<file path="src/rtl/fcs_pkg.sv">
// Purpose: shared types and constants for the configuration sequencer
// Assumes: 50 MHz mclk
// Notes: scheme codes, state codes and pll chain layout
package fcs_pkg;

  localparam int unsigned CLK_HZ = 50_000_000;
  localparam int unsigned CFG_MAX_MS = 100;
  localparam int unsigned CFG_MAX_CYC = CFG_MAX_MS * (CLK_HZ / 1000);
  localparam int unsigned BYTES_DEF = 1024;
  localparam int unsigned INIT_CYC = 16;
  localparam int unsigned PLL_W = 36;
  localparam int unsigned PLL_MUL_LSB = 0;
  localparam int unsigned PLL_DIV_LSB = 12;
  localparam int unsigned PLL_DLY_LSB = 24;
  localparam logic [11:0] PLL_MUL_RST = 12'h001;
  localparam logic [11:0] PLL_DIV_RST = 12'h001;
  localparam logic [11:0] PLL_DLY_RST = 12'h000;
  // arbitrary neutral identity value
  localparam logic [31:0] ID_CODE = 32'h0000_0001;

  typedef enum logic [2:0] {
    SCH_MEMDEV = 3'h0,
    SCH_PASSIVE_SERIAL = 3'h1,
    SCH_PASSIVE_PARALLEL_ASYNC = 3'h2,
    SCH_FAST_PARALLEL = 3'h3,
    SCH_BSCAN = 3'h4
  } fcs_scheme_t;

  typedef enum logic [1:0] {
    ST_RESET = 2'b00,
    ST_CONFIG = 2'b01,
    ST_INIT = 2'b10,
    ST_USER = 2'b11
  } fcs_state_t;

  typedef struct packed {
    logic serial_bit;
    logic serial_clk;
    logic [7:0] par_data;
    logic par_clk;
    logic par_wr_n;
    logic par_cs_n;
  } fcs_cfg_pins_t;

  typedef struct packed {
    logic clk;
    logic data;
    logic update;
  } fcs_pll_pins_t;

endpackage

</file>
<file path="src/rtl/fcs_sequencer.sv">
// Purpose: configuration sequencer, command mode to user mode
// Assumes: one 50 MHz clock; all pin inputs are asynchronous
// Notes: a byte count sets the image length; no check value is verified
//
// Notes on behaviour
// - user I/O stays undriven from power-up through configuration and init until user mode
// - after last data, init resets user registers then enables I/O
// - state splits command mode (reset, config, init) from user mode
// - reconfig pin forces command mode, reload, reinit, back to user
// - data accepted via memory device, serial, async/fast parallel, scan
// - chain enable input gates loading, output passes enable on when done
// - byte-wide load at 50 MHz completes in under 100 ms
// - host may write serially or in parallel, sync or async, one address
// - pll counters reloaded through a serial chain from logic or pins
// - pll chain reload never disturbs the user-mode state
// - memory device scheme starts loading at power-up without a host
// - reconfig pin low or scan pulse instruction starts a new load
module fcs_sequencer #(
  parameter int unsigned BYTES = fcs_pkg::BYTES_DEF,
  parameter int unsigned TIMEOUT_CYC = fcs_pkg::CFG_MAX_CYC
) (
  input wire logic mclk,
  input wire logic rst_n,
  input wire logic [2:0] scheme_sel,
  input wire logic chain_enable_in_n,
  input wire logic reconfig_request_n,
  input wire logic scan_pulse_reconfig,
  input wire logic [7:0] scan_data,
  input wire logic scan_valid,
  input wire fcs_pkg::fcs_cfg_pins_t cfg_pins,
  input wire fcs_pkg::fcs_pll_pins_t pll_pins,
  input wire logic pll_from_logic,
  input wire fcs_pkg::fcs_pll_pins_t pll_logic,
  output logic chain_enable_out_n,
  output logic user_mode,
  output logic io_enable,
  output logic user_reset,
  output logic cfg_error,
  output logic [7:0] cfg_byte,
  output logic cfg_byte_valid,
  output logic [11:0] pll_mul,
  output logic [11:0] pll_div,
  output logic [11:0] pll_dly
);

  localparam int unsigned SYNW = 18;
  // idle pin levels: edge detectors must see no edge right after reset
  localparam logic [SYNW-1:0] SYNC_IDLE = 18'h3_0018;

  logic [1:0] rst_sync_q;
  logic rst_i_n;
  always_ff @(posedge mclk or negedge rst_n) begin
    if (!rst_n) rst_sync_q <= 2'b00;
    else rst_sync_q <= {rst_sync_q[0], 1'b1};
  end
  assign rst_i_n = rst_sync_q[1];

  // all pin inputs pass two flops before use
  logic [SYNW-1:0] raw_w, s1_q, s2_q, s3_q;
  assign raw_w = {chain_enable_in_n, reconfig_request_n, cfg_pins,
                  pll_pins};
  always_ff @(posedge mclk or negedge rst_i_n) begin
    if (!rst_i_n) begin
      s1_q <= SYNC_IDLE;
      s2_q <= SYNC_IDLE;
      s3_q <= SYNC_IDLE;
    end else begin
      s1_q <= raw_w;
      s2_q <= s1_q;
      s3_q <= s2_q;
    end
  end

  logic ce_n_s, recfg_n_s;
  fcs_pkg::fcs_cfg_pins_t cp_s, cp_p;
  fcs_pkg::fcs_pll_pins_t pp_s, pp_p;
  assign ce_n_s = s2_q[17];
  assign recfg_n_s = s2_q[16];
  assign cp_s = s2_q[15:3];
  assign pp_s = s2_q[2:0];
  assign cp_p = s3_q[15:3];
  assign pp_p = s3_q[2:0];

  fcs_pkg::fcs_scheme_t scheme_w;
  assign scheme_w = fcs_pkg::fcs_scheme_t'(scheme_sel);

  fcs_pkg::fcs_state_t st_q, st_d;
  logic [31:0] cnt_q;
  logic [31:0] tmo_q;
  logic [2:0] bit_q;
  logic [7:0] sh_q;
  logic recfg_s3;
  assign recfg_s3 = s3_q[16];

  // one load stream: each scheme yields byte strobes
  logic ser_edge, par_edge, async_wr, bs_w, byte_done;
  logic [7:0] byte_w;
  assign ser_edge = cp_s.serial_clk & ~cp_p.serial_clk;
  assign par_edge = cp_s.par_clk & ~cp_p.par_clk;
  assign async_wr = cp_s.par_wr_n & ~cp_p.par_wr_n & ~cp_s.par_cs_n;
  assign bs_w = (scheme_w == fcs_pkg::SCH_MEMDEV ||
                 scheme_w == fcs_pkg::SCH_PASSIVE_SERIAL) && ser_edge
                && bit_q == 3'd7;
  always_comb begin
    byte_done = 1'b0;
    byte_w = cp_s.par_data;
    unique case (scheme_w)
      fcs_pkg::SCH_MEMDEV, fcs_pkg::SCH_PASSIVE_SERIAL: begin
        byte_done = bs_w;
        byte_w = {cp_s.serial_bit, sh_q[7:1]};
      end
      fcs_pkg::SCH_PASSIVE_PARALLEL_ASYNC: byte_done = async_wr;
      fcs_pkg::SCH_FAST_PARALLEL: byte_done = par_edge;
      fcs_pkg::SCH_BSCAN: begin
        byte_done = scan_valid;
        byte_w = scan_data;
      end
      default: byte_done = 1'b0;
    endcase
  end

  logic loading, restart, last_byte, tmo_hit;
  assign loading = st_q == fcs_pkg::ST_CONFIG && !ce_n_s;
  // pin low or scan instruction, edge of falling request
  assign restart = (!recfg_n_s && recfg_s3) || scan_pulse_reconfig;
  assign last_byte = loading && byte_done && cnt_q == 32'(BYTES - 1);
  assign tmo_hit = tmo_q == 32'(TIMEOUT_CYC - 1);

  always_comb begin
    st_d = st_q;
    unique case (st_q)
      fcs_pkg::ST_RESET: st_d = fcs_pkg::ST_CONFIG;
      fcs_pkg::ST_CONFIG: if (last_byte) st_d = fcs_pkg::ST_INIT;
      fcs_pkg::ST_INIT:
        if (cnt_q == 32'(fcs_pkg::INIT_CYC - 1)) st_d = fcs_pkg::ST_USER;
      fcs_pkg::ST_USER: st_d = fcs_pkg::ST_USER;
    endcase
    if (restart) st_d = fcs_pkg::ST_RESET;
  end

  always_ff @(posedge mclk or negedge rst_i_n) begin
    if (!rst_i_n) begin
      st_q <= fcs_pkg::ST_RESET;
      cnt_q <= '0;
      tmo_q <= '0;
      bit_q <= '0;
      sh_q <= '0;
      cfg_error <= 1'b0;
      cfg_byte <= '0;
      cfg_byte_valid <= 1'b0;
    end else begin
      st_q <= st_d;
      cfg_byte_valid <= loading && byte_done && !restart;
      if (byte_done) cfg_byte <= byte_w;
      if (st_d != st_q) cnt_q <= '0;
      else if (st_q == fcs_pkg::ST_INIT || (loading && byte_done))
        cnt_q <= cnt_q + 32'd1;
      if (ser_edge && loading) begin
        sh_q <= {cp_s.serial_bit, sh_q[7:1]};
        bit_q <= bit_q + 3'd1;
      end
      if (st_q != fcs_pkg::ST_CONFIG || ce_n_s) tmo_q <= '0;
      else if (!tmo_hit) tmo_q <= tmo_q + 32'd1;
      // a load that overruns its budget is flagged
      if (restart) cfg_error <= 1'b0;
      else if (tmo_hit && st_q == fcs_pkg::ST_CONFIG) cfg_error <= 1'b1;
      if (st_q == fcs_pkg::ST_RESET) begin
        bit_q <= '0;
        sh_q <= '0;
      end
    end
  end

  // outputs registered from state
  always_ff @(posedge mclk or negedge rst_i_n) begin
    if (!rst_i_n) begin
      user_mode <= 1'b0;
      io_enable <= 1'b0;
      user_reset <= 1'b1;
      chain_enable_out_n <= 1'b1;
    end else begin
      user_mode <= st_d == fcs_pkg::ST_USER;
      io_enable <= st_d == fcs_pkg::ST_USER;
      user_reset <= st_d != fcs_pkg::ST_USER;
      chain_enable_out_n <= !(st_d == fcs_pkg::ST_INIT ||
                              st_d == fcs_pkg::ST_USER);
    end
  end

  // pll chain runs independently of the main state machine
  fcs_pkg::fcs_pll_pins_t pl_src;
  logic pl_clk_p, pl_upd_p, pl_sh_e, pl_up_e;
  logic [fcs_pkg::PLL_W-1:0] pl_sh_q;
  logic [11:0] pl_mul_w;
  assign pl_mul_w = pl_sh_q[fcs_pkg::PLL_MUL_LSB +: 12];
  assign pl_src = pll_from_logic ? pll_logic : pp_s;
  assign pl_sh_e = pl_src.clk & ~pl_clk_p;
  assign pl_up_e = pl_src.update & ~pl_upd_p;
  always_ff @(posedge mclk or negedge rst_i_n) begin
    if (!rst_i_n) begin
      pl_clk_p <= 1'b0;
      pl_upd_p <= 1'b0;
      pl_sh_q <= '0;
      pll_mul <= fcs_pkg::PLL_MUL_RST;
      pll_div <= fcs_pkg::PLL_DIV_RST;
      pll_dly <= fcs_pkg::PLL_DLY_RST;
    end else begin
      pl_clk_p <= pl_src.clk;
      pl_upd_p <= pl_src.update;
      if (pl_sh_e)
        pl_sh_q <= {pl_src.data, pl_sh_q[fcs_pkg::PLL_W-1:1]};
      if (pl_up_e) begin
        pll_mul <= pl_sh_q[fcs_pkg::PLL_MUL_LSB +: 12];
        pll_div <= pl_sh_q[fcs_pkg::PLL_DIV_LSB +: 12];
        pll_dly <= pl_sh_q[fcs_pkg::PLL_DLY_LSB +: 12];
      end
    end
  end

  // checks
  // cycles spent in init; a counter instead of a long repetition
  logic [4:0] init_run_q;
  always_ff @(posedge mclk or negedge rst_i_n) begin
    if (!rst_i_n) init_run_q <= '0;
    else if (st_q == fcs_pkg::ST_INIT) init_run_q <= init_run_q + 5'd1;
    else init_run_q <= '0;
  end

  property p_io_off_cmd;
    @(posedge mclk) disable iff (!rst_i_n)
      !user_mode |-> !io_enable;
  endproperty
  a_io_off_cmd: assert property (p_io_off_cmd)
    else $error("io enabled outside user mode");

  property p_user_after_init;
    @(posedge mclk) disable iff (!rst_i_n)
      $rose(user_mode) |-> $past(st_q) == fcs_pkg::ST_INIT;
  endproperty
  a_user_after_init: assert property (p_user_after_init)
    else $error("user mode entered not from init");

  property p_init_len;
    @(posedge mclk) disable iff (!rst_i_n)
      $rose(user_mode) |-> init_run_q == 5'(fcs_pkg::INIT_CYC);
  endproperty
  a_init_len: assert property (p_init_len)
    else $error("init length differs from the init cycle count");

  property p_init_end;
    @(posedge mclk) disable iff (!rst_i_n)
      (st_q == fcs_pkg::ST_CONFIG && st_d == fcs_pkg::ST_INIT)
      |-> ##[1:17] (user_mode || restart);
  endproperty
  a_init_end: assert property (p_init_end)
    else $error("init did not finish in time");

  property p_restart;
    @(posedge mclk) disable iff (!rst_i_n)
      restart |=> !user_mode && !io_enable;
  endproperty
  a_restart: assert property (p_restart)
    else $error("reconfig did not return to command mode");

  property p_chain;
    @(posedge mclk) disable iff (!rst_i_n)
      !chain_enable_out_n |-> st_q != fcs_pkg::ST_CONFIG;
  endproperty
  a_chain: assert property (p_chain)
    else $error("chain enable passed during load");

  property p_hold_ce;
    @(posedge mclk) disable iff (!rst_i_n)
      ce_n_s |=> !cfg_byte_valid;
  endproperty
  a_hold_ce: assert property (p_hold_ce)
    else $error("byte taken while chain disabled");

  property p_mode;
    @(posedge mclk) disable iff (!rst_i_n)
      user_mode == (st_q == fcs_pkg::ST_USER);
  endproperty
  a_mode: assert property (p_mode)
    else $error("mode output disagrees with state");

  property p_pll_keep;
    @(posedge mclk) disable iff (!rst_i_n)
      user_mode && pl_up_e && !restart |=> user_mode;
  endproperty
  a_pll_keep: assert property (p_pll_keep)
    else $error("pll reload disturbed user mode");

  property p_pll_load;
    @(posedge mclk) disable iff (!rst_i_n)
      pl_up_e |=> pll_mul == $past(pl_mul_w);
  endproperty
  a_pll_load: assert property (p_pll_load)
    else $error("pll counter not loaded");

  c_user: cover property (@(posedge mclk) $rose(user_mode));
  c_reload: cover property (@(posedge mclk) user_mode ##1 restart);
  c_pll: cover property (@(posedge mclk) user_mode && pl_up_e);
  c_err: cover property (@(posedge mclk) $rose(cfg_error));
  c_wait: cover property (@(posedge mclk) ce_n_s && st_q == fcs_pkg::ST_CONFIG);

endmodule

</file>
<file path="config.mk">
export PLATFORM = sky130hd
export DESIGN_NAME = fcs_sequencer
export DESIGN_NICKNAME = d
export VERILOG_FILES = /design/src/rtl/fcs_pkg.sv /design/src/rtl/fcs_sequencer.sv
export SDC_FILE = /design/constraint.sdc
export NUM_CORES = 1
export LEC_CHECK = 0
export BUFFER_PORTS_ARGS = -buffer_cell sky130_fd_sc_hd__buf_4
export CAP_MARGIN = 40
export CORE_ASPECT_RATIO = 0.8
export CORE_MARGIN = 4
export CORE_UTILIZATION = 50
export DETAILED_ROUTE_END_ITERATION = 10
export PLACE_DENSITY_LB_ADDON = 0.3
export RECOVER_POWER = 100
export REMOVE_ABC_BUFFERS = 1
export SLEW_MARGIN = 20
export SYNTH_ARGS = -nofsm -noshare
export SYNTH_HDL_FRONTEND = slang
export SYNTH_SLANG_ARGS = --single-unit
export TNS_END_PERCENT = 20
</file>
<file path="constraint.sdc">
create_clock -name mclk -period 7.2 [get_ports mclk]
set_input_delay 0.36 -clock mclk [delete_from_list [all_inputs] [get_ports mclk]]
set_output_delay 0.36 -clock mclk [all_outputs]
set_load 0.01 [all_outputs]
</file>
==> results.yml, run 1 <==
outcome:
  status: "finished with violations"
  violations: "capacitance limit, slew limit"
sta:
  final_hold_viol_count: 0
  relSlewSlack: -0.4574
  setup-tns-final_ns: 0
  setup_viol: 0
  fin_skew_ns: 0.02297
  fmax_mhz: 261.3
  maxSlewViolCount: 264
  worst_pin_slew_ns: 2.186
  grt_setup_unrepaired: "false"
  fin_crit_ns: 3.826
  period_share: 0.5314
critical_path:
  end_kind: "register"
  cp_cell_sequence: "or3b_1, clkbuf_1, o211a_1, o21ai_0, a22oi_1"
  r2r_cells: 5
  cp.arrival_ns: 4.23
  endpoint: "cnt_q[3]"
  start_kind: "register"
  r2r_start: "st_q[0]"
  crit_path_max_fanout: 60
  crit_path_start: "st_q[0]"
  cp.required_ns: 7.61
  slowest_delay_ns: 1.36
  r2r_end: "cnt_q[3]"
  critPathSlowestCell: "o211a_1"
  r2r_slack_ns: 3.37
  path_class: "reg -> reg"
pwr:
  sw_frac_of_total: 0.2452
  seqPwrFrac: 0.497
  leakagePower_nw: 4.353
  total_power_mw: 2.712
  ir_drop_uv: 164.4
  power.switching_mw: 0.6650
  internal-power_mw: 2.047
  p_comb_frac: 0.106
  pwr-share-clk: 0.397
  p_per_area_nw_per_um2: 262.4
place:
  io_buffers: 86
  gp_congestion: 0.7743
  dp_hpwl_um: 12360
cts:
  root_buffer: "clkbuf_16"
  cts_num_sinks: 205
  h-tree-depth: 1
  cts.clk_slew.worst_paths_ns: 0.06
  cts_tree: "yes"
  insertion_delay_ns: 0.50
  ctsLongestPathBuffers: 3
  numCtsBuffers: 21
logic_synthesis:
  yosys_warnings: 0
  synth_edf_count: 0
  synth_seq_area_share: 0.5865
  syn_avg_cell_area_sq_um: 11.88
  yosysUniqueCellTypes: 61
  synthFlopType: "dfrtp_1"
  async_reset_ff_frac: 1.000
  netlist_area_sq_um: 8776
  ys_ff_latch: 205
  synth_cells: 739
floorplan:
  core_area_sq_um: 17270
  start_util: 0.5082
  die_area_sq_um: 19750
  num_rows: 43
  die_h_um: 126.5
  die_w_um: 156.1
  ios: 87
global_routing:
  grt_pass1_vias: 6165
  grt_max_degree: 68
  antenna_found_initial: 0
  overflow: 0
  grt_first_pass_wirelength_um: 31520
  grt_use_total: 0.1892
final_layout:
  fin_util: 0.5984
  layout.nets: 880
  area_growth_pct: 17.76
  seq_area_sq_um: 5147
  drive_gt1_frac: 0.1979
  multi_input_area_sq_um: 3416
  diodes: 0
  n_fill_cell: 1354
routing:
  post_drt_wl_per_cell_um: 17.37
  wirelength_um: 18740
  first_pass_iters: 5
  first_iter_violations: 526
  vias_per_cell: 5.927
  drc_errors: 0
  postRouteAntennaNets: 0
  route.vias.total: 6395
run:
  maxCapViolCount: 6
min_path:
  min_path_type: "in -> reg"
==> worst max-delay path, delay by kind of cell, from the launching register on <==
family	cells	cell delay [ns]
compound gates	3	1.84
buf+inv	1	1.21
flops	1	0.47
simple gates	1	0.22
==> layout make-up <==
class | instances | area share
sequential | 205 | 0.4981
multi-input combinational | 484 | 0.3305
timing repair buffer | 118 | 0.07397
clock buffer | 26 | 0.05460
tap | 225 | 0.02724
clock inverter | 12 | 0.01235
inverter | 9 | 0.003269
==> per-stage QoR <==
stage	instances	hold WS, ns	cell area, sq um	setup WS [ns]
detailed placement	1019	0.1437	9649	4.687
global route	1079	0.1201	10330	2.764
CTS	1076	0.1033	10530	4.674
global placement	1016	0.1423	9599	4.673
floorplan	698	0.06441	8605	1.089
finish	1079	0.1228	10330	3.374
==> power by group through the flow <==
stage | sequential [mW] | clock [mW] | combinational, mW
detailed placement | 1.37 | 0 | 0.329
CTS | 1.35 | 1.10 | 0.338
global placement | 1.36 | 0 | 0.315
global route | 1.36 | 1.15 | 0.316
floorplan | 1.39 | 0 | 0.136
finish | 1.35 | 1.08 | 0.288
==> layer usage <==
metal / up-vias / share of wire / GRT usage
li1: 2963 / - / -
met1: 3223 / 0.43 / 0.2646
met2: 186 / 0.50 / 0.3190
met3: 23 / 0.048 / 0.02831
met4: 0 / 0.016 / 0.03776
met5: - / 0 / 0
==> kinds of logic (layout without fill, tap and decap cells) <==
logic type	count (synthesis)	count (layout)	synth area share
flops	205	205	0.5865
buf+inv	50	165	0.02338
compound gates	136	136	0.1086
mux	76	76	0.09709
xor+xnor	24	24	0.02395
fa+ha+maj	4	4	0.005703
simple gates	243	243	0.1543
other cells	1	1	0.0004273
==> timing repair <==
item,4_1_cts,5_1_grt
setup endpoints to repair,0,0
hold endpoints to repair,20,0
hold buffers,19,0
buffers inserted,0,0
resized for setup,0,0
==> Yosys cell counts, drive strengths merged (16+ instances only) <==
master,n,area share
a21oi,26,0.015
a22o,16,0.016
a22oi,27,0.023
clkbuf,32,0.014
dfrtp,191,0.54
mux2,73,0.094
nand2,51,0.022
nand3,29,0.017
nand4,16,0.012
nor2,40,0.017
nor4,21,0.016
o21ai,20,0.011
o31ai,24,0.021
or4,23,0.020
xnor2,16,0.016
==> sequential cells by signal, indices dropped and copies added (netlist names) <==
name	cells
sh_q	7
s2_q	18
pl_upd_p	1
chain_enable_out_n	1
user_reset	1
pll_div	12
cfg_byte	8
pl_clk_p	1
st_q	2
pll_mul	12
s1_q	18
tmo_q	32
pll_dly	12
pl_sh_q	36
cnt_q	32
cfg_error	1
rst_sync_q	2
s3_q	4
io_enable	1
bit_q	3
cfg_byte_valid	1
==> placed cells by master (no fill, tap or decap), drive strengths merged, types with 5 or more instances in the layout <==
| cell type | Yosys | routed |
|---|---|---|
| nor3 | 13 | 13 |
| o21ai | 20 | 20 |
| mux2 | 73 | 73 |
| nand3 | 29 | 29 |
| inv | 9 | 11 |
| clkinv | 0 | 7 |
| buf | 9 | 24 |
| dfstp | 14 | 14 |
| dfrtp | 191 | 191 |
| nand2 | 51 | 51 |
| nor4b | 5 | 5 |
| o31ai | 24 | 24 |
| xor2 | 8 | 8 |
| nor4 | 21 | 21 |
| and4 | 7 | 7 |
| or4 | 23 | 23 |
| a22oi | 27 | 27 |
| nor2 | 40 | 40 |
| or3 | 10 | 10 |
| and3 | 5 | 5 |
| nand4 | 16 | 16 |
| a22o | 16 | 16 |
| clkbuf | 32 | 101 |
| a21oi | 26 | 26 |
| dlygate4sd3 | 0 | 19 |
| xnor2 | 16 | 16 |
==> worst min-delay path by stage <==
stage / start / endpoint / depth (start not counted)
after CTS: pll_logic[2] / pl_clk_p / 2
after detailed placement: rst_n / rst_sync_q[0] / 1
final: pll_logic[2] / pl_clk_p / 2
after global routing: pll_logic[0] / pl_upd_p / 2
after global placement: rst_n / rst_sync_q[0] / 1
after floorplan: rst_n / rst_sync_q[0] / 0
(Power assumes the default switching activity.)
==> inputs of run 2 (changes only) <==
clock period = 3.4 ns   (was 7.2 ns; I/O delays follow)
==> run 2 against run 1 <==
The flow still finishes with violations (capacitance limit, slew limit). Critical path depth stayed put. First-iteration DRC count is 17% lower. Worst setup slack worse by 2.7 ns. Non-clock buffer count is 8 higher. Via count is 1.9% lower. Critical path type unchanged. Highest routed layer unchanged.
==> results.yml, run 2 (same netlist as run 1, synthesis figures left out) <==
cts:
  ctsLongestPathBuffers: 3
  cts_num_sinks: 205
  h-tree-depth: 1
  cts.clk_slew.worst_paths_ns: 0.06
  cts_tree: "yes"
  root_buffer: "clkbuf_16"
  numCtsBuffers: 21
  insertion_delay_ns: 0.49
sta:
  final_hold_viol_count: 0
  maxSlewViolCount: 75
  fin_ws_ns: 0.7010
  setup_viol: 0
  fmax_mhz: 370.5
  grt_setup_unrepaired: "false"
  relSlewSlack: -0.3618
  worst_pin_slew_ns: 2.043
  fin_skew_ns: 0.01822
  period_share: 0.7938
  fin_crit_ns: 2.699
  setup-tns-final_ns: 0
global_routing:
  grt_max_degree: 65
  antenna_found_initial: 0
  grt_pass1_vias: 6389
  overflow: 0
  grt_use_total: 0.1872
  grt_first_pass_wirelength_um: 31310
floorplan:
  die_area_sq_um: 19750
  start_util: 0.5082
  die_w_um: 156.1
  ios: 87
  core_area_sq_um: 17270
  die_h_um: 126.5
  num_rows: 43
place:
  io_buffers: 86
  dp_hpwl_um: 12070
  post-place-ws_ns: 0.9519
  gp_congestion: 0.8048
pwr:
  p_comb_frac: 0.108
  pwr-share-clk: 0.401
  leakagePower_nw: 4.393
  seqPwrFrac: 0.492
  power.switching_mw: 1.413
  internal-power_mw: 4.378
  p_per_area_nw_per_um2: 554.9
  sw_frac_of_total: 0.2441
  ir_drop_uv: 566.6
run:
  maxCapViolCount: 2
routing:
  route.vias.total: 6276
  first_pass_iters: 5
  postRouteAntennaNets: 0
  wirelength_um: 18450
  first_iter_violations: 434
  drc_errors: 0
  post_drt_wl_per_cell_um: 16.97
  vias_per_cell: 5.774
final_layout:
  final_common_cell: "dfrtp_1"
  layout.nets: 888
  diodes: 0
  n_fill_cell: 1370
  layout_common_cells: "dfrtp_1 (191), mux2_2 (70), clkbuf_1 (56), nand2_1 (51), nor2_1 (40)"
  multi_input_area_sq_um: 3426
  seq_area_sq_um: 5147
  drive_gt1_frac: 0.2019
  largest_register_ff_count: 36
  reg_top3: "pl_sh_q (36), cnt_q (32), tmo_q (32)"
  regMostFlops: "pl_sh_q"
  area_growth_pct: 18.92
critical_path:
  cp.required_ns: 3.78
  r2r_start: "tmo_q[29]"
  path_class: "reg -> reg"
  cp.arrival_ns: 3.08
  end_kind: "register"
  crit_path_max_fanout: 8
  start_kind: "register"
  crit_path_start: "tmo_q[29]"
min_path:
  min_path_type: "in -> reg"
  worstHoldStart: "pll_from_logic"
outcome:
  status: "finished with violations"
  violations: "capacitance limit, slew limit"
==> run 2: timing repair <==
| item | CTS | global route |
|---|---|---|
| hold endpoints to repair | 23 | 0 |
| hold buffers | 25 | 0 |
| setup buffers | 0 | 0 |
| endpoints found under the setup margin | 0 | 0 |
| gates resized for setup | 0 | 0 |
==> run 2: worst max-delay path: stages, from the launching register on <==
cell and delay (ns):
dfrtp_1 0.43, nor4_1 0.44, nand3_1 0.21, nor4_1 1.09, nor3_1 0.19, nor3_1 0.22
==> run 2: power by group through the flow <==
stage                     clock network (mW)  logic (mW)  registers, mW
after floorplan                            0       0.288           2.94
after global placement                     0       0.673           2.89
after detailed placement                   0       0.695           2.91
after CTS                               2.38       0.721           2.87
after global routing                    2.49       0.684           2.88
final                                   2.32       0.623           2.85
==> run 2: area by class of cell <==
cell class	count	area share
clock buffer	26	0.05599
clock inverter	12	0.01235
inverter	9	0.003237
multi-input combinational	484	0.3283
sequential	205	0.4932
tap	225	0.02698
timing repair buffer	126	0.07997
==> run 2: per-stage QoR <==
stage | utilization | instances | cell area, sq um | power (mW) | hold slack [ns]
6_report | 0.6043 | 1087 | 10440 | 5.791 | 0.03624
2_1_floorplan | - | 698 | 8605 | 3.225 | -0.1256
5_1_grt | 0.6043 | 1087 | 10440 | 6.053 | 0.06222
3_3_place_gp | 0.5606 | 1022 | 9682 | 3.560 | -0.04772
4_1_cts | 0.6164 | 1085 | 10650 | 5.970 | 0.02241
3_5_place_dp | 0.5606 | 1022 | 9682 | 3.607 | -0.04602
==> run 2: metal layers <==
metal / GRT usage / share of wire / up-vias
li1: - / - / 2961
met1: 0.2609 / 0.44 / 3144
met2: 0.3131 / 0.50 / 142
met3: 0.02933 / 0.039 / 29
met4: 0.04184 / 0.020 / 0
met5: 0 / 0 / -
==> run 2: final timing paths <==
check,endpoint,slack [ns],depth (start not counted)
worst min register to register,s1_q[9],0.17,0
worst min-delay path,pl_sh_q[35],0.04,3
worst max-delay path,tmo_q[9],0.70,5
max in group asynchronous,tmo_q[24],1.06,2
worst max register to register,tmo_q[9],0.70,5
min in group asynchronous,s1_q[9],0.17,0
==> inputs of run 3 (changes only) <==
clock period = 2.6 ns   (was 3.4 ns; I/O delays follow)
==> run 3 against run 2 <==
The run now ends clean. Combinational power grew 30%. Die area is the same. Critical path depth grew 1. Via count grew 2.2%. Highest routed layer unchanged.
==> results.yml, run 3 (same netlist as run 1, synthesis figures left out) <==
place:
  dp_hpwl_um: 12000
  io_buffers: 86
  gp_congestion: 0.8090
  place_inst: 1027
final_layout:
  regMostFlops: "pl_sh_q"
  layout_common_cells: "dfrtp_1 (191), mux2_2 (72), clkbuf_1 (59), nand2_1 (51), nor2_1 (40)"
  seq_area_sq_um: 5147
  drive_gt1_frac: 0.2023
  multi_input_area_sq_um: 3426
  area_growth_pct: 19.03
  final_common_cell: "dfrtp_1"
  reg_top3: "pl_sh_q (36), cnt_q (32), tmo_q (32)"
  stdcell_count: 1090
  diodes: 0
  n_fill_cell: 1347
  layout.nets: 892
  largest_register_ff_count: 36
cts:
  post_cts_buffers: 0
  cts_tree: "yes"
  cts.clk_slew.worst_paths_ns: 0.07
  insertion_delay_ns: 0.50
  cts-resized-gates: 0
  hold_buffers: 26
  cts_num_sinks: 205
  h-tree-depth: 1
  numCtsBuffers: 21
  root_buffer: "clkbuf_16"
  ctsLongestPathBuffers: 3
global_routing:
  grt_first_pass_wirelength_um: 31870
  grt_use_total: 0.1921
  overflow: 0
  grt_pass1_vias: 6387
  grt_max_degree: 86
  antenna_found_initial: 0
critical_path:
  crit_path_max_fanout: 55
  critPathSlowestCell: "or3b_1"
  path_class: "reg -> reg"
  r2r_start: "st_q[1]"
  start_kind: "register"
  cp.arrival_ns: 2.74
  cp.required_ns: 2.95
  r2r_end: "cnt_q[29]"
  r2r_cells: 6
  slowest_delay_ns: 0.46
  r2r_slack_ns: 0.21
  cp_cell_sequence: "or3b_1, a211o_1, o211a_4, clkbuf_1, o31a_1, a2bb2oi_1"
  end_kind: "register"
pwr:
  total_power_mw: 7.721
  leakagePower_nw: 4.410
  ir_drop_uv: 553.1
  p_per_area_nw_per_um2: 739.1
sta:
  fin_skew_ns: 0.01826
  final_hold_viol_count: 0
  worst_pin_slew_ns: 1.410
  fmax_mhz: 419.1
  setup_viol: 0
  grt_setup_unrepaired: "false"
  relSlewSlack: 0.06019
  maxSlewViolCount: 0
  period_share: 0.9178
  fin_crit_ns: 2.386
routing:
  vias_per_cell: 5.885
  post_drt_wl_per_cell_um: 17.35
  postRouteAntennaNets: 0
  wirelength_um: 18910
  first_iter_violations: 509
  route.vias.total: 6415
  drc_errors: 0
  first_pass_iters: 5
floorplan:
  ios: 87
  start_util: 0.5082
  die_area_sq_um: 19750
  num_rows: 43
  die_h_um: 126.5
  die_w_um: 156.1
  core_area_sq_um: 17270
min_path:
  hold_end: "cfg_byte[0]"
  min_path_type: "in -> reg"
  worstHoldStart: "scan_data[0]"
  hold-path-cell-count: 4
run:
  maxCapViolCount: 0
outcome:
  status: "finished, final reports clean"
-- run 3: cell types whose count changed in the layout (fill, tap and decap cells not counted), moves of 2 or more --
| cell | change |
|---|---|
| buf_4 | +4 |
| buf_12 | -3 |
| clkbuf_1 | +3 |
| clkinvlp_4 | -3 |
| bufinv_16 | +2 |
| mux2_1 | -2 |
| mux2_2 | +2 |
-- run 3: critical path: cells and delay by family, from the launching register on --
| family | cells | cell delay, ns |
|---|---|---|
| compound gates | 4 | 1.09 |
| flops | 1 | 0.44 |
| simple gates | 1 | 0.46 |
| buf+inv | 1 | 0.23 |
-- run 3: power breakdown --
group          switching [mW]  leakage (nW)  total, mW  internal [mW]
clock network            1.22         0.365       3.19           1.97
logic                   0.422          1.38      0.809          0.387
registers               0.203          2.66       3.72           3.52
-- run 3: area by class of cell --
type,count,area share
clock buffer,27,0.05534
clock inverter,10,0.01473
inverter,9,0.003234
multi-input combinational,484,0.3279
sequential,205,0.4928
tap,225,0.02695
timing repair buffer,130,0.07905
-- run 3: metal layers --
layer / global-route usage / routed length, um
met5: 0 / 0
met1: 0.2725 / 8232
met4: 0.05153 / 456
met2: 0.3114 / 9332
met3: 0.03104 / 887
-- run 3: metrics by stage --
step	hold slack (ns)	area [sq um]	worst slack (ns)	TNS, ns	util
floorplan	-0.1656	8605	-3.511	-697.89	-
global placement	-0.08717	9707	0.3614	0	0.5621
detailed placement	-0.08442	9707	0.2713	0	0.5621
CTS	0.02500	10700	0.2604	0	0.6195
global route	0.04871	10450	0.1264	0	0.6049
finish	0.03983	10450	0.2138	0	0.6049
-- run 3: how the worst max path moves through the flow --
stage / start / to / slack (ns) / cells past startpoint
2_1_floorplan: rst_sync_q[1] / bit_q[0] / -3.51 / 0
3_3_place_gp: st_q[1] / cnt_q[27] / 0.36 / 5
3_5_place_dp: st_q[1] / cnt_q[29] / 0.27 / 6
4_1_cts: st_q[1] / cnt_q[31] / 0.26 / 5
5_1_grt: bit_q[0] / cnt_q[29] / 0.13 / 8
6_report: st_q[1] / cnt_q[29] / 0.21 / 6
